==> config.mk <==
export PLATFORM = sky130hd
export DESIGN_NAME = fpec_dev_flat
export DESIGN_NICKNAME = d
export VERILOG_FILES = /design/src/rtl/fpec_pkg.sv /design/src/rtl/fpec_if.sv /design/src/rtl/fpec_dev.sv /design/src/flat_wrapper.sv
export VERILOG_INCLUDE_DIRS = /design/src /design/src/rtl
export SDC_FILE = /design/constraint.sdc
export NUM_CORES = 1
export LEC_CHECK = 0
export BUFFER_PORTS_ARGS = -buffer_cell sky130_fd_sc_hd__buf_2
export CAP_MARGIN = 5
export CORE_AREA = 5 5 102 104
export DETAILED_ROUTE_END_ITERATION = 16
export DIE_AREA = 0 0 107 109
export PLACE_DENSITY = 0.83
export SYNTH_ARGS = -nofsm -noshare
export SYNTH_HDL_FRONTEND = slang
export SYNTH_SLANG_ARGS = --single-unit
export TNS_END_PERCENT = 30
==> constraint.sdc <==
create_clock -name ref_clk -period 4.8 [get_ports ref_clk]
set_input_delay 0.24 -clock ref_clk [delete_from_list [all_inputs] [get_ports ref_clk]]
set_output_delay 0.24 -clock ref_clk [all_outputs]
set_load 0.05 [all_outputs]
==> src/rtl/fpec_map.svh <==
// constants of the flash program and erase controller
`ifndef FPEC_MAP_SVH
`define FPEC_MAP_SVH
// --------------------------------
// key codes and control fields
// --------------------------------
`define FPEC_KEY_FIRST 8'ha5
`define FPEC_KEY_SECOND 8'hf1
`define FPEC_WE_BIT 0
`define FPEC_EE_BIT 1
`define FPEC_PAGE_BITS 10
`define FPEC_ERASED_BYTE 8'hff
// --------------------------------
// special function register selects on the core channel
// --------------------------------
`define FPEC_SFR_CONTROL 16'h0000
`define FPEC_SFR_KEY 16'h0001
`define FPEC_SFR_BANK 16'h0002
// --------------------------------
// timing
// --------------------------------
`define FPEC_CLK_MHZ 100
`define FPEC_PROG_TIME_NS 20000
`define FPEC_PROG_CYCLES ((`FPEC_PROG_TIME_NS * `FPEC_CLK_MHZ + 999) / 1000)
`define FPEC_ERASE_TIME_US 20000
`define FPEC_ERASE_CYCLES (`FPEC_ERASE_TIME_US * `FPEC_CLK_MHZ)
// --------------------------------
// host wishbone registers
// --------------------------------
`define FPEC_WB_CTRL 4'h0
`define FPEC_WB_ADDR 4'h4
`define FPEC_WB_DATA 4'h8
`define FPEC_WB_STATUS 4'hc
`define FPEC_CMD_SFR_WR 3'h0
`define FPEC_CMD_SFR_RD 3'h1
`define FPEC_CMD_X_WR 3'h2
`define FPEC_CMD_X_RD 3'h3
`define FPEC_CMD_PROG 3'h4
`define FPEC_CMD_ERASE 3'h5
`define FPEC_CMD_DBG_PROG 3'h6
`define FPEC_CMD_DBG_ERASE 3'h7
`define FPEC_SEQ_LAST 3'h6
`endif

==> src/rtl/fpec_pkg.sv <==
// types of the flash program and erase controller
package fpec_pkg;
   typedef enum logic [1:0] {
      KEY_LOCKED = 2'b00,
      KEY_FIRST = 2'b01,
      KEY_UNLOCKED = 2'b10,
      KEY_LOCKOUT = 2'b11
   } fpec_key_t;

   typedef enum logic [2:0] {
      OP_IDLE = 3'b000,
      OP_RAMRD = 3'b001,
      OP_RDOLD = 3'b010,
      OP_PROG = 3'b011,
      OP_ERASE = 3'b100
   } fpec_op_t;

   typedef struct packed {
      fpec_key_t key;
      fpec_op_t op;
      logic wen;
      logic een;
      logic [1:0] bank;
      logic [20:0] cnt;
      logic [16:0] fa;
      logic [7:0] fd;
      logic dbg;
      logic ack;
      logic [7:0] rdata;
      logic dbg_ack;
      logic prog;
      logic erase;
      logic [15:0] ra;
      logic [7:0] rwd;
      logic rwe;
      logic rre;
      logic err;
   } fpec_dev_t;

   typedef enum logic [1:0] {
      H_IDLE = 2'b00,
      H_REQ = 2'b01,
      H_DBG = 2'b10
   } fpec_hst_t;

   typedef struct packed {
      logic last;
      logic sfr;
      logic we;
      logic [15:0] a;
      logic [7:0] wd;
   } fpec_req_t;

   typedef struct packed {
      fpec_hst_t st;
      logic [2:0] cmd;
      logic [16:0] addr;
      logic [7:0] data;
      logic [2:0] step;
      logic [7:0] rdata;
      logic vmon;
      logic req;
      fpec_req_t r;
      logic dreq;
      logic derase;
      logic wb_ack;
      logic [31:0] wb_rdata;
   } fpec_host_t;
endpackage : fpec_pkg

==> src/rtl/fpec_if.sv <==
// link between the core or debug side and the flash controller
`timescale 1ns/1ps
interface fpec_if;
   logic req;
   logic sfr;
   logic we;
   logic [15:0] addr;
   logic [7:0] wdata;
   logic ack;
   logic [7:0] rdata;
   logic stall;
   logic vmon_en;
   logic vmon_reset_en;
   logic dbg_req;
   logic dbg_erase;
   logic [16:0] dbg_addr;
   logic [7:0] dbg_data;
   logic dbg_ack;

   modport dev (
      input req, sfr, we, addr, wdata, vmon_en, vmon_reset_en,
      input dbg_req, dbg_erase, dbg_addr, dbg_data,
      output ack, rdata, stall, dbg_ack
   );
   modport host (
      output req, sfr, we, addr, wdata, vmon_en, vmon_reset_en,
      output dbg_req, dbg_erase, dbg_addr, dbg_data,
      input ack, rdata, stall, dbg_ack
   );
endinterface : fpec_if

==> src/rtl/fpec_dev.sv <==
// flash program and erase controller: enables, key lock, timed operations
// Function
// [RL1] program one byte from write operands
// [RL2] programming only clears bits
// [RL3] operations timed internally
// [RL4] core stalled during flash operation
// [RL5] write enable steers writes to flash
// [RL6] write enable cleared only by software
// [RL7] unsafe supply monitor causes error reset
// [RL8] unlock needs first then second key
// [RL9] wrong or misordered key locks out
// [RL10] operation before unlock locks out
// [RL11] lock rearms after each operation
// [RL12] erase clears whole 1024-byte page
// [RL13] erase write targets page, data ignored
// [RL14] software follows guided erase order
// [RL15] software selects bank before access
// [RL16] debug path programs without key
// [RL17] software enables monitor and reset together
// [RL18] erase needs both enables set
// [RL19] data reads always hit ram
// [RL20] key machine with sticky lockout state
//
// Implementation choices: register access over Wishbone and the register offsets.
`timescale 1ns/1ps
`include "fpec_map.svh"
module fpec_dev #(
   parameter int ERASE_CYCLES = `FPEC_ERASE_CYCLES
) (
   input wire logic ref_clk,
   input wire logic reset,
   fpec_if.dev ifc,
   output logic [16:0] fl_addr,
   output logic [7:0] fl_wdata,
   output logic fl_prog,
   output logic fl_erase,
   input wire logic [7:0] fl_rdata,
   output logic [15:0] ram_addr,
   output logic [7:0] ram_wdata,
   output logic ram_we,
   output logic ram_re,
   input wire logic [7:0] ram_rdata,
   output logic flash_error_reset
);
   localparam logic [20:0] PROG_CNT = 21'(`FPEC_PROG_CYCLES);
   localparam logic [20:0] ERASE_CNT = 21'(ERASE_CYCLES);
   localparam logic [16:0] PAGE_MASK = ~17'((1 << `FPEC_PAGE_BITS) - 1);

   fpec_pkg::fpec_dev_t q, d;

   // upper half of the core space is banked, lower half is common
   function automatic logic [16:0] map_addr(input logic [1:0] bank, input logic [15:0] a);
      return a[15] ? {bank, a[14:0]} : {2'b00, a[14:0]};
   endfunction : map_addr

   // ----------------------------------------------------------------
   // next state
   // ----------------------------------------------------------------
   always_comb
   begin
      d = q;
      d.ack = 1'b0;
      d.dbg_ack = 1'b0;
      d.rwe = 1'b0;
      d.rre = 1'b0;
      d.err = 1'b0;
      unique case (q.op)
         fpec_pkg::OP_IDLE:
         begin
            // [RL16] debug bypasses key
            if (ifc.dbg_req && !q.dbg_ack)
            begin
               d.dbg = 1'b1;
               d.fd = ifc.dbg_data;
               if (ifc.dbg_erase)
               begin
                  d.fa = ifc.dbg_addr & PAGE_MASK;
                  d.erase = 1'b1;
                  d.cnt = ERASE_CNT;
                  d.op = fpec_pkg::OP_ERASE;
               end
               else
               begin
                  d.fa = ifc.dbg_addr;
                  d.op = fpec_pkg::OP_RDOLD;
               end
            end
            else if (ifc.req && !q.ack)
            begin
               if (ifc.sfr)
               begin
                  d.ack = 1'b1;
                  d.rdata = 8'h00;
                  unique case (ifc.addr)
                     `FPEC_SFR_CONTROL:
                     begin
                        d.rdata = {6'h00, q.een, q.wen};
                        // [RL6] software alone clears enable
                        if (ifc.we)
                        begin
                           d.wen = ifc.wdata[`FPEC_WE_BIT];
                           d.een = ifc.wdata[`FPEC_EE_BIT];
                        end
                     end
                     `FPEC_SFR_KEY:
                     begin
                        d.rdata = {6'h00, q.key};
                        if (ifc.we)
                        begin
                           // [RL8] ordered two-code unlock
                           // [RL9] bad code locks out
                           // [RL20] lockout is sticky
                           unique case (q.key)
                              fpec_pkg::KEY_LOCKED:
                                 d.key = (ifc.wdata == `FPEC_KEY_FIRST) ?
                                         fpec_pkg::KEY_FIRST : fpec_pkg::KEY_LOCKOUT;
                              fpec_pkg::KEY_FIRST:
                                 d.key = (ifc.wdata == `FPEC_KEY_SECOND) ?
                                         fpec_pkg::KEY_UNLOCKED : fpec_pkg::KEY_LOCKOUT;
                              fpec_pkg::KEY_UNLOCKED: d.key = fpec_pkg::KEY_LOCKOUT;
                              fpec_pkg::KEY_LOCKOUT: d.key = fpec_pkg::KEY_LOCKOUT;
                           endcase
                        end
                     end
                     `FPEC_SFR_BANK:
                     begin
                        d.rdata = {6'h00, q.bank};
                        if (ifc.we)
                        begin
                           d.bank = ifc.wdata[1:0];
                        end
                     end
                     default: d.rdata = 8'h00;
                  endcase
               end
               // [RL19] reads go to ram
               else if (!ifc.we)
               begin
                  d.ra = ifc.addr;
                  d.rre = 1'b1;
                  d.op = fpec_pkg::OP_RAMRD;
               end
               // [RL5] enable steers to flash
               else if (!q.wen)
               begin
                  d.ra = ifc.addr;
                  d.rwd = ifc.wdata;
                  d.rwe = 1'b1;
                  d.ack = 1'b1;
               end
               // [RL7] supply monitor check
               else if (!(ifc.vmon_en && ifc.vmon_reset_en))
               begin
                  d.err = 1'b1;
                  d.ack = 1'b1;
               end
               // [RL10] early attempt locks out
               else if (q.key != fpec_pkg::KEY_UNLOCKED)
               begin
                  d.key = fpec_pkg::KEY_LOCKOUT;
                  d.ack = 1'b1;
               end
               // [RL18] erase needs both enables
               // [RL13] whole page, data ignored
               else if (q.een)
               begin
                  d.dbg = 1'b0;
                  d.fa = map_addr(q.bank, ifc.addr) & PAGE_MASK;
                  d.erase = 1'b1;
                  d.cnt = ERASE_CNT;
                  d.op = fpec_pkg::OP_ERASE;
               end
               // [RL1] byte from write operands
               else
               begin
                  d.dbg = 1'b0;
                  d.fa = map_addr(q.bank, ifc.addr);
                  d.fd = ifc.wdata;
                  d.op = fpec_pkg::OP_RDOLD;
               end
            end
         end
         fpec_pkg::OP_RAMRD:
         begin
            d.rdata = ram_rdata;
            d.ack = 1'b1;
            d.op = fpec_pkg::OP_IDLE;
         end
         fpec_pkg::OP_RDOLD:
         begin
            // [RL2] only clear bits
            d.fd = q.fd & fl_rdata;
            d.prog = 1'b1;
            d.cnt = PROG_CNT;
            d.op = fpec_pkg::OP_PROG;
         end
         fpec_pkg::OP_PROG, fpec_pkg::OP_ERASE:
         begin
            // [RL3] internal operation timer
            // [RL12] page erase held full time
            if (q.cnt == 21'h0_0001)
            begin
               d.prog = 1'b0;
               d.erase = 1'b0;
               d.op = fpec_pkg::OP_IDLE;
               d.dbg_ack = q.dbg;
               d.ack = !q.dbg;
               // [RL11] relock after operation
               if (!q.dbg && q.key == fpec_pkg::KEY_UNLOCKED)
                  d.key = fpec_pkg::KEY_LOCKED;
            end
            else
            begin
               d.cnt = q.cnt - 21'h0_0001;
            end
         end
         default: d.op = fpec_pkg::OP_IDLE;
      endcase
   end

   always_ff @(posedge ref_clk)
   begin
      if (reset)
         q <= '0;
      else
         q <= d;
   end

   // ----------------------------------------------------------------
   // outputs
   // ----------------------------------------------------------------
   // [RL4] stall through flash operation
   assign ifc.stall = (q.op == fpec_pkg::OP_RDOLD) || (q.op == fpec_pkg::OP_PROG) ||
                      (q.op == fpec_pkg::OP_ERASE);
   assign ifc.ack = q.ack;
   assign ifc.rdata = q.rdata;
   assign ifc.dbg_ack = q.dbg_ack;
   assign fl_addr = q.fa;
   assign fl_wdata = q.fd;
   assign fl_prog = q.prog;
   assign fl_erase = q.erase;
   assign ram_addr = q.ra;
   assign ram_wdata = q.rwd;
   assign ram_we = q.rwe;
   assign ram_re = q.rre;
   assign flash_error_reset = q.err;
endmodule : fpec_dev

==> src/flat_wrapper.sv <==
// flat-port wrapper written by rule: the top's interface ports become plain ports
module fpec_dev_flat 
#(
   parameter int ERASE_CYCLES = `FPEC_ERASE_CYCLES
)
  (ref_clk, reset, fl_addr, fl_wdata, fl_prog, fl_erase, fl_rdata, ram_addr, ram_wdata, ram_we, ram_re, ram_rdata, flash_error_reset, ifc_req, ifc_sfr, ifc_we, ifc_addr, ifc_wdata, ifc_vmon_en, ifc_vmon_reset_en, ifc_dbg_req, ifc_dbg_erase, ifc_dbg_addr, ifc_dbg_data, ifc_ack, ifc_rdata, ifc_stall, ifc_dbg_ack);
  fpec_if ifc_i ();
  input wire logic ref_clk;
  input wire logic reset;
  output logic [16:0] fl_addr;
  output logic [7:0] fl_wdata;
  output logic fl_prog;
  output logic fl_erase;
  input wire logic [7:0] fl_rdata;
  output logic [15:0] ram_addr;
  output logic [7:0] ram_wdata;
  output logic ram_we;
  output logic ram_re;
  input wire logic [7:0] ram_rdata;
  output logic flash_error_reset;
  input wire logic [$bits(ifc_i.req)-1:0] ifc_req;
  input wire logic [$bits(ifc_i.sfr)-1:0] ifc_sfr;
  input wire logic [$bits(ifc_i.we)-1:0] ifc_we;
  input wire logic [$bits(ifc_i.addr)-1:0] ifc_addr;
  input wire logic [$bits(ifc_i.wdata)-1:0] ifc_wdata;
  input wire logic [$bits(ifc_i.vmon_en)-1:0] ifc_vmon_en;
  input wire logic [$bits(ifc_i.vmon_reset_en)-1:0] ifc_vmon_reset_en;
  input wire logic [$bits(ifc_i.dbg_req)-1:0] ifc_dbg_req;
  input wire logic [$bits(ifc_i.dbg_erase)-1:0] ifc_dbg_erase;
  input wire logic [$bits(ifc_i.dbg_addr)-1:0] ifc_dbg_addr;
  input wire logic [$bits(ifc_i.dbg_data)-1:0] ifc_dbg_data;
  output wire logic [$bits(ifc_i.ack)-1:0] ifc_ack;
  output wire logic [$bits(ifc_i.rdata)-1:0] ifc_rdata;
  output wire logic [$bits(ifc_i.stall)-1:0] ifc_stall;
  output wire logic [$bits(ifc_i.dbg_ack)-1:0] ifc_dbg_ack;
  assign ifc_i.req = ifc_req;
  assign ifc_i.sfr = ifc_sfr;
  assign ifc_i.we = ifc_we;
  assign ifc_i.addr = ifc_addr;
  assign ifc_i.wdata = ifc_wdata;
  assign ifc_i.vmon_en = ifc_vmon_en;
  assign ifc_i.vmon_reset_en = ifc_vmon_reset_en;
  assign ifc_i.dbg_req = ifc_dbg_req;
  assign ifc_i.dbg_erase = ifc_dbg_erase;
  assign ifc_i.dbg_addr = ifc_dbg_addr;
  assign ifc_i.dbg_data = ifc_dbg_data;
  assign ifc_ack = ifc_i.ack;
  assign ifc_rdata = ifc_i.rdata;
  assign ifc_stall = ifc_i.stall;
  assign ifc_dbg_ack = ifc_i.dbg_ack;
  fpec_dev #(.ERASE_CYCLES(ERASE_CYCLES)) u_core (.ref_clk(ref_clk), .reset(reset), .ifc(ifc_i), .fl_addr(fl_addr), .fl_wdata(fl_wdata), .fl_prog(fl_prog), .fl_erase(fl_erase), .fl_rdata(fl_rdata), .ram_addr(ram_addr), .ram_wdata(ram_wdata), .ram_we(ram_we), .ram_re(ram_re), .ram_rdata(ram_rdata), .flash_error_reset(flash_error_reset));
endmodule
==> results of run 1 <==
kinds of logic (layout without fill, tap and decap cells):
family                   count (synthesis)  count (layout)  synth area share [%]
AO/OA/AOI/OAI                          178             178                  23.3
AND/OR/NAND/NOR                        226             226                  22.8
buffers and inverters                  101             165                  11.9
adder cells (fa/ha/maj)                  2               2                 0.498
flip-flops                              95              95                  37.8
multiplexers                            18              18                  3.63
stage by stage:
step | setup slack (ps) | instances | hold slack (ps)
floorplan | 2460 | 620 | 353
global placement | 2160 | 783 | 440
detailed placement | 2090 | 783 | 453
CTS | 1940 | 798 | 91.6
global route | 1630 | 798 | 89.3
finish | 1870 | 798 | 110
Yosys cell counts (5+ instances only):
library cell  number
dfxtp_1           95
nand2_1           83
a21oi_1           62
buf_4             57
nor2_1            40
clkbuf_1          31
o21ai_0           29
a22oi_1           24
nor3_1            22
mux2i_1           16
nand3_1           11
nor4_1            11
o32ai_1           11
inv_1              7
a211oi_1           6
a31oi_1            6
nand2b_1           6
nor2b_1            6
o31ai_1            6
nand4_1            5
o21a_1             5
or3_1              5
per-layer routing:
| layer | GRT usage, % | share of wire, % |
|---|---|---|
| met1 | 31.7 | 42 |
| met2 | 37.5 | 46 |
| met3 | 4.74 | 10 |
| met4 | 7.76 | 1.7 |
| met5 | 0 | 0 |
power groups by stage:
stage | Combinational, mW | Clock, mW | Sequential (mW)
detailed placement | 0.559 | 0 | 0.904
global placement | 0.548 | 0 | 0.900
CTS | 0.562 | 0.492 | 0.885
floorplan | 0.446 | 0 | 0.894
finish | 0.570 | 0.481 | 0.887
global route | 0.616 | 0.526 | 0.895
registers in the layout, indices dropped and copies added (netlist names):
signal	count
u_core.fl_prog	1
u_core.ram_addr	16
u_core.ifc.dbg_ack	1
u_core.ram_we	1
u_core.q	31
u_core.ifc.rdata	8
u_core.fl_wdata	8
u_core.ifc.ack	1
u_core.fl_addr	17
u_core.ram_re	1
u_core.flash_error_reset	1
u_core.fl_erase	1
u_core.ram_wdata	8
placed cells by master, fill, tap and decap left out, drive strengths merged, types with 6 or more instances in the layout:
cell / instances
a22oi: 24
or3: 7
a21oi: 63
a211oi: 7
nor2b: 6
o31ai: 6
nand3: 11
o21ai: 29
nor4: 11
nand2b: 6
buf: 142
o32ai: 11
clkbuf: 10
inv: 10
or4: 7
nand2: 83
dfxtp: 95
nor3: 23
mux2i: 16
a31oi: 6
nor2: 40
final timing paths:
check,from,endpoint
max,u_core.q[91]$_SDFFE_PP0P_,ifc_stall
min,ifc_dbg_addr[9],u_core.fl_addr[9]$_SDFFE_PP0P_
max reg2reg,u_core.q[91]$_SDFFE_PP0P_,u_core.q[75]$_SDFFE_PP0P_
min reg2reg,u_core.ram_addr[5]$_SDFFE_PP0P_,u_core.ram_addr[5]$_SDFFE_PP0P_
worst reg2reg max path, delay by kind of cell (launching register included):
family	cells	cell delay, ps
AO/OA/AOI/OAI	4	1320
flip-flops	1	570
AND/OR/NAND/NOR	1	810
area by class of cell:
type | count | area (sq um) | area share, %
Tap cell | 114 | 143 | 2.60
Inverter | 8 | 30.0 | 0.547
Sequential cell | 95 | 1900 | 34.6
Clock inverter | 5 | 43.8 | 0.797
Multi-Input combinational cell | 424 | 2530 | 46.0
Timing Repair Buffer | 142 | 721 | 13.1
Clock buffer | 10 | 128 | 2.32
==> results.py, run 1 <==
metrics = {
    "synthesis": {
        "netlist.area_leader.share_pct": 37.8,
        "async_reset_ff_share_pct": 0,
        "yosysTopAreaCell": "dfxtp_1",
        "ys_warn_count": 0,
        "synth_area_leaders": "dfxtp_1, buf_4, nand2_1",
        "synth_fp_nets": 696,
        "syn_area_per_cell_sq_um": 8.11,
        "synthFlopType": "dfxtp_1",
        "synth.distinct_cells": 69,
        "synth_area_sq_um": 5030,
        "syn_inst": 620,
        "synth_seq_cells": 95,
        "yosysSeqAreaShare_pct": 37.8,
        "synth_edf_count": 0,
    },
    "power_and_ir_drop": {
        "combinationalPowerShare_pct": 29.4,
        "intPower_mw": 1.21,
        "seq_power_share_pct": 45.8,
        "totalPowerFinal_mw": 1.94,
        "leakagePower_nw": 2.28,
        "ir_drop_mv": 0.232,
        "power.switching_uw": 732,
        "powerDensity_nw_per_um2": 353,
        "swShare_pct": 37.8,
        "pwr-share-clk_pct": 24.8,
    },
    "sta": {
        "final.min_clock_period_ps": 2930,
        "rsz0062_at_grt": "false",
        "skew_ps": 10.4,
        "period_share_pct": 61.0,
        "setup-violations-final": 0,
        "max_freq_ghz": 0.342,
        "tightest_slew_ps": 1160,
        "max_slew_margin_pct": 22.5,
        "slew_viol_final": 0,
        "tns_ps": 0,
        "hold_viol": 0,
    },
    "routing": {
        "drt-initial-drc-count": 544,
        "vias": 4922,
        "wl_per_cell_um": 17.6,
        "via_per_inst": 6.17,
        "drc_errors": 0,
        "dr.pass1.iters": 6,
        "postRouteWirelength_mm": 14.1,
        "ant_nets": 0,
    },
    "clock_network": {
        "cts_resized": 0,
        "cts_root_buf": "clkbuf_8",
        "clk_latency_ps": 360,
        "clock_sinks": 95,
        "h-tree-depth": 3,
        "postCtsHoldBufs": 0,
        "clkTransAtPathRegs_ps": 90,
        "tritoncts": "done",
        "cts_setup_buffers": 0,
        "cts_buffer_depth": 2,
        "cts_buffers": 9,
    },
    "die": {
        "rows": 36,
        "dieWidth_um": 107,
        "core_area_sq_um": 9460,
        "start_util_pct": 53.1,
        "ios": 139,
        "die_h_um": 109,
        "die-area_sq_um": 11700,
    },
    "grt": {
        "overflow": 0,
        "antenna_found_initial": 0,
        "grt_max_degree": 53,
        "grt_pass1_vias": 4497,
        "grt_pass1_wl_mm": 22.2,
        "gr-usage-all-layers_pct": 23.4,
    },
    "cells_and_area": {
        "fillers": 853,
        "diodes": 0,
        "final_nets": 756,
        "final_util_pct": 58.1,
        "final_cell_area_sq_um": 5490,
        "drive_gt1_share_pct": 25.7,
        "syn_to_final_growth_pct": 9.26,
    },
    "min_path": {
        "hp-class": "in2reg",
        "min_delay_path_depth": 3,
    },
    "critical_path": {
        "cp_num_buf_inv": 1,
        "path_depth": 4,
        "reg2reg_slack_ps": 2000,
        "r2r_cells": 5,
        "crit_required_ps": 4560,
        "cp_cell_sequence": "nor3b_1, nor2_1, nand2_1, buf_2",
        "crit_type": "reg2out",
        "arrival_ps": 2690,
        "slowest_delay_ps": 920,
        "crit_slowest_cell": "nor2_1",
        "critPathTopFamily": "simple AND/OR/NAND/NOR gates",
        "cp-end-kind": "primary output",
        "crit_path_max_fanout": 26,
        "start_kind": "flip-flop",
    },
    "outcome": {
        "status": "finished, final reports clean",
    },
    "place": {
        "dp.final_hpwl_mm": 10.4,
        "place_congestion": 0.908,
        "io_buffers": 138,
        "post_dp_cell_area_sq_um": 5320,
    },
    "flow_run": {
        "maxCapViolations": 0,
    },
}
No activity file was read; power rests on OpenSTA's default activity.
==> run 2: changes to the inputs <==
--- a/config.mk
+++ b/config.mk
@@ -8,10 +8,10 @@
 export LEC_CHECK = 0
 export BUFFER_PORTS_ARGS = -buffer_cell sky130_fd_sc_hd__buf_2
 export CAP_MARGIN = 5
-export CORE_AREA = 5 5 102 104
+export CORE_AREA = 5 5 104 106
 export DETAILED_ROUTE_END_ITERATION = 16
-export DIE_AREA = 0 0 107 109
-export PLACE_DENSITY = 0.83
+export DIE_AREA = 0 0 109 111
+export PLACE_DENSITY = 0.8
 export SYNTH_ARGS = -nofsm -noshare
 export SYNTH_HDL_FRONTEND = slang
 export SYNTH_SLANG_ARGS = --single-unit
==> constraint.sdc (replaced) <==
create_clock -name ref_clk -period 3 [get_ports ref_clk]
set_input_delay 0.15 -clock ref_clk [delete_from_list [all_inputs] [get_ports ref_clk]]
set_output_delay 0.15 -clock ref_clk [all_outputs]
set_load 0.05 [all_outputs]
==> run 2 against run 1 <==
  * Cell area increased by 2.2%
  * First-iteration DRC count down 14%
  * Register-to-register slack lost 1600 ps
  * Highest routed layer unchanged
==> results.py, run 2 (same netlist as run 1, synthesis figures left out) <==
metrics = {
    "outcome": {
        "status": "finished, final reports clean",
    },
    "sta": {
        "max_freq_ghz": 0.379,
        "max_slew_margin_pct": 29.2,
        "tns_ps": 0,
        "tightest_slew_ps": 1050,
        "final.min_clock_period_ps": 2640,
        "setup-violations-final": 0,
        "period_share_pct": 88.1,
        "slew_viol_final": 0,
        "skew_ps": 13.0,
        "hold_viol": 0,
        "rsz0062_at_grt": "false",
    },
    "power_and_ir_drop": {
        "totalPowerFinal_mw": 3.18,
        "powerDensity_nw_per_um2": 566,
        "intPower_mw": 1.96,
        "combinationalPowerShare_pct": 29.9,
        "leakagePower_nw": 2.33,
        "power.switching_mw": 1.22,
        "ir_drop_mv": 0.448,
        "pwr-share-clk_pct": 25.6,
        "swShare_pct": 38.3,
        "seq_power_share_pct": 44.5,
    },
    "clock_network": {
        "tritoncts": "done",
        "cts_setup_buffers": 0,
        "clock_sinks": 95,
        "cts_buffer_depth": 2,
        "cts_buffers": 9,
        "h-tree-depth": 3,
        "clk_latency_ps": 370,
        "cts_root_buf": "clkbuf_8",
        "clkTransAtPathRegs_ps": 100,
    },
    "critical_path": {
        "cp_num_buf_inv": 1,
        "cp-end-kind": "flip-flop",
        "r2r_cells": 6,
        "crit_required_ps": 3290,
        "crit_slowest_cell": "or4_1",
        "path_depth": 6,
        "reg2reg_slack_ps": 360,
        "cp_cell_sequence": "or4_1, nor3_1, a221o_1, buf_4, a21oi_1, o32ai_1",
        "start_kind": "flip-flop",
        "arrival_ps": 2930,
        "crit_path_max_fanout": 11,
        "critPathTopFamily": "simple AND/OR/NAND/NOR gates",
        "r2r-end": "u_core.q[77]$_SDFFE_PP0P_",
        "crit_type": "reg2reg",
        "r2r_start": "u_core.q[77]$_SDFFE_PP0P_",
        "slowest_delay_ps": 660,
    },
    "routing": {
        "wl_per_cell_um": 17.5,
        "ant_nets": 0,
        "dr.pass1.iters": 5,
        "vias": 5034,
        "via_per_inst": 6.08,
        "postRouteWirelength_mm": 14.5,
        "drt-initial-drc-count": 470,
        "drc_errors": 0,
    },
    "die": {
        "die-area_sq_um": 12100,
        "ios": 139,
        "rows": 36,
        "die_h_um": 111,
        "dieWidth_um": 109,
        "start_util_pct": 51.9,
        "core_area_sq_um": 9680,
    },
    "min_path": {
        "min_delay_path_depth": 3,
        "hp-class": "in2reg",
        "min_to": "u_core.fl_addr[5]$_SDFFE_PP0P_",
        "worstHoldStart": "ifc_dbg_addr[5]",
    },
    "cells_and_area": {
        "drive_gt1_share_pct": 26.8,
        "final_common_cell": "buf_2",
        "fillers": 883,
        "diodes": 0,
        "regMostFlops": "u_core.q",
        "syn_to_final_growth_pct": 11.7,
        "largest_reg_flops": 31,
        "final_cell_area_sq_um": 5610,
        "final_cell_mix": "buf_2, dfxtp_1, nand2_1",
        "final_nets": 766,
    },
    "place": {
        "dp.final_hpwl_mm": 10.9,
        "io_buffers": 138,
        "post_dp_cell_area_sq_um": 5410,
        "place_congestion": 0.938,
    },
    "grt": {
        "grt_pass1_wl_mm": 23.4,
        "antenna_found_initial": 0,
        "grt_pass1_vias": 4813,
        "overflow": 0,
        "gr-usage-all-layers_pct": 23.5,
        "grt_max_degree": 37,
    },
    "flow_run": {
        "maxCapViolations": 0,
    },
}
==> run 2: what timing repair did <==
| action | CTS | global route |
|---|---|---|
| setup endpoints to repair | 0 | 0 |
| hold buffers | 2 | 0 |
| gates resized for setup | 0 | 0 |
| hold endpoints to repair | 2 | 0 |
==> run 2: power by group through the flow <==
stage / clock, mW / combinational (mW) / sequential [mW]
2_1_floorplan: 0 / 0.713 / 1.43
3_3_place_gp: 0 / 0.908 / 1.43
3_5_place_dp: 0 / 0.933 / 1.44
4_1_cts: 0.830 / 0.938 / 1.41
5_1_grt: 0.887 / 1.03 / 1.42
6_report: 0.815 / 0.950 / 1.41
==> run 2: final cells by class <==
cell class	instances	area (sq um)	share of cell area, %
clock buffer	9	124	2.21
clock inverter	7	65.1	1.16
inverter	8	30.0	0.535
multi-input combinational	424	2530	45.0
sequential	95	1900	33.9
tap	133	166	2.96
timing repair buffer	152	801	14.3
==> run 2: worst max-delay path by stage <==
stage / slack, ps / to / startpoint
2_1_floorplan: 660 / u_core.q[93]$_SDFFE_PP0P_ / u_core.q[66]$_SDFFE_PP0P_
3_3_place_gp: 500 / u_core.q[77]$_SDFFE_PP0P_ / u_core.q[66]$_SDFFE_PP0P_
3_5_place_dp: 410 / u_core.q[77]$_SDFFE_PP0P_ / u_core.q[66]$_SDFFE_PP0P_
4_1_cts: 380 / u_core.q[77]$_SDFFE_PP0P_ / u_core.q[66]$_SDFFE_PP0P_
5_1_grt: 170 / u_core.q[77]$_SDFFE_PP0P_ / u_core.q[66]$_SDFFE_PP0P_
6_report: 360 / u_core.q[77]$_SDFFE_PP0P_ / u_core.q[77]$_SDFFE_PP0P_
==> run 2: tightest hold or removal path: stages <==
cell and delay [ps]:
buf_2 90, nand2_1 50, a21oi_1 50
==> run 2: routing by layer <==
| layer | global-route usage [%] | routed length, um | vias to the layer above |
|---|---|---|---|
| met5 | 0 | 0 | - |
| met4 | 6.31 | 279 | 0 |
| met1 | 31.3 | 5930 | 2344 |
| met2 | 37.7 | 6620 | 316 |
| li1 | - | - | 2344 |
| met3 | 5.88 | 1670 | 30 |
==> run 2: stage by stage <==
step / hold WS, ps / std cells / setup WS (ps) / util, %
floorplan: 263 / 620 / 662 / -
global placement: 394 / 810 / 498 / 55.8
detailed placement: 398 / 810 / 410 / 55.8
CTS: 1.33 / 828 / 382 / 58.0
global route: 4.12 / 828 / 171 / 58.0
finish: 10.7 / 828 / 358 / 58.0
==> run 3: changes to the inputs <==
--- a/config.mk
+++ b/config.mk
@@ -8,10 +8,11 @@
 export LEC_CHECK = 0
 export BUFFER_PORTS_ARGS = -buffer_cell sky130_fd_sc_hd__buf_2
 export CAP_MARGIN = 5
-export CORE_AREA = 5 5 104 106
+export CORE_AREA = 5 5 123 90
 export DETAILED_ROUTE_END_ITERATION = 16
-export DIE_AREA = 0 0 109 111
+export DIE_AREA = 0 0 128 95
 export PLACE_DENSITY = 0.8
+export SLEW_MARGIN = 10
 export SYNTH_ARGS = -nofsm -noshare
 export SYNTH_HDL_FRONTEND = slang
 export SYNTH_SLANG_ARGS = --single-unit
==> run 3 against run 2 <==
  * Cell area is 1.8% higher
  * Total power is 12% higher
  * Critical path depth stayed put
  * Utilization is 0.39 points lower
  * Cell count is 0.24% lower
  * Register-to-register slack worse by 60 ps
  * Worst setup slack worse by 58 ps
  * Via count is 0.56% lower
  * Clock power is 46% higher
  * Fmax is 2.1% lower
  * Global-route usage is 0.054 points higher
  * Critical endpoint unchanged
==> results.py, run 3 (same netlist as run 1, synthesis figures left out) <==
metrics = {
    "outcome": {
        "status": "finished, final reports clean",
    },
    "cells_and_area": {
        "multiInputGateArea_sq_um": 2530,
        "regMostFlops": "u_core.q",
        "drive_gt1_share_pct": 26.5,
        "largest_reg_flops": 31,
        "final_cell_area_sq_um": 5720,
        "diodes": 0,
        "final_util_pct": 57.6,
        "final_common_cell": "buf_2",
        "syn_to_final_growth_pct": 13.7,
        "final_cell_mix": "buf_2, dfxtp_1, nand2_1",
        "stdcell_count": 826,
        "fillers": 918,
        "final-seq-area_sq_um": 1900,
        "final_nets": 765,
    },
    "clock_network": {
        "cts_root_buf": "clkbuf_16",
        "clock_sinks": 95,
        "cts_resized": 0,
        "h-tree-depth": 3,
        "clk_latency_ps": 340,
        "cts_setup_buffers": 0,
        "postCtsHoldBufs": 0,
        "tritoncts": "done",
        "clkTransAtPathRegs_ps": 60,
        "cts_buffer_depth": 2,
        "cts_buffers": 9,
    },
    "grt": {
        "grt_pass1_vias": 4665,
        "grt_pass1_wl_mm": 23.2,
        "gr-usage-all-layers_pct": 23.6,
        "grt_max_degree": 36,
        "overflow": 0,
        "antenna_found_initial": 0,
    },
    "routing": {
        "postRouteWirelength_mm": 14.5,
        "drc_errors": 0,
        "wl_per_cell_um": 17.5,
        "drt-initial-drc-count": 549,
        "vias": 5006,
        "ant_nets": 0,
        "via_per_inst": 6.06,
        "dr.pass1.iters": 5,
    },
    "place": {
        "place_ws_ps": 358,
        "dp.final_hpwl_mm": 11.0,
        "post_dp_cell_area_sq_um": 5410,
        "place_congestion": 0.929,
        "place_inst": 810,
        "io_buffers": 138,
    },
    "critical_path": {
        "cp_cell_sequence": "or4_1, nor3_1, a221o_1, buf_4, a21oi_1, o32ai_1",
        "start_kind": "flip-flop",
        "crit_type": "reg2reg",
        "cp_num_buf_inv": 1,
        "crit_required_ps": 3250,
        "arrival_ps": 2950,
        "reg2reg_slack_ps": 300,
        "cp-end-kind": "flip-flop",
        "crit_path_max_fanout": 11,
        "critPathTopFamily": "simple AND/OR/NAND/NOR gates",
        "crit_slowest_cell": "or4_1",
        "slowest_delay_ps": 680,
    },
    "sta": {
        "setup-violations-final": 0,
        "worst_slack_ps": 301,
        "final.min_clock_period_ps": 2700,
        "hold_viol": 0,
        "rsz0062_at_grt": "false",
        "hold_ws_ps": 43.1,
        "max_freq_ghz": 0.370,
        "skew_ps": 6.12,
        "period_share_pct": 90.0,
        "slew_viol_final": 0,
        "tns_ps": 0,
        "max_slew_margin_pct": 22.3,
        "tightest_slew_ps": 1160,
    },
    "min_path": {
        "hp-class": "in2reg",
    },
    "die": {
        "rows": 31,
        "start_util_pct": 50.6,
        "die-area_sq_um": 12200,
        "ios": 139,
        "die_h_um": 95,
        "core_area_sq_um": 9930,
        "dieWidth_um": 128,
    },
    "power_and_ir_drop": {
        "ir_drop_mv": 0.326,
        "totalPowerFinal_mw": 3.56,
        "leakagePower_nw": 2.39,
        "powerDensity_nw_per_um2": 623,
    },
    "flow_run": {
        "maxCapViolations": 0,
    },
}
run 3: changes by cell type in the layout (fill, tap and decap cells not counted), sizes merged:
cell and change:
clkbuf +3, clkinvlp -3, inv -3, bufinv +2, dlygate4sd3 -2, buf +1
clkinv +1
run 3: layout make-up:
cell class / count / share of cell area (%)
Clock inverter: 4 / 1.23
Sequential cell: 95 / 33.3
Tap cell: 132 / 2.89
Timing Repair Buffer: 151 / 13.8
Multi-Input combinational cell: 424 / 44.2
Inverter: 8 / 0.525
Clock buffer: 12 / 4.14
run 3: worst register-to-register path: stages, from the launching register on:
cell and delay, ps:
dfxtp_1 350, or4_1 680, nor3_1 560, a221o_1 480
buf_4 250, a21oi_1 60, o32ai_1 230
run 3: final timing paths:
kind / start / endpoint / depth (start not counted)
max: u_core.q[77]$_SDFFE_PP0P_ / u_core.q[77]$_SDFFE_PP0P_ / 6
min: ifc_dbg_addr[0] / u_core.fl_addr[0]$_SDFFE_PP0P_ / 3
max reg2reg: u_core.q[77]$_SDFFE_PP0P_ / u_core.q[77]$_SDFFE_PP0P_ / 6
min reg2reg: u_core.ram_addr[6]$_SDFFE_PP0P_ / u_core.ram_addr[6]$_SDFFE_PP0P_ / 2
run 3: report_power, final:
group | switching, mW | total [mW] | internal, mW
clock network | 0.463 | 1.19 | 0.728
logic | 0.659 | 0.957 | 0.298
registers | 0.0687 | 1.41 | 1.34
total | 1.19 | 3.56 | 2.37
run 3: metal layers:
layer / vias to the layer above / track usage (%) / wire, um
met4: 0 / 6.36 / 163
met1: 2310 / 32.4 / 6080
met5: - / 0 / 0
met3: 24 / 7.18 / 1970
met2: 323 / 36.0 / 6280
li1: 2349 / - / -
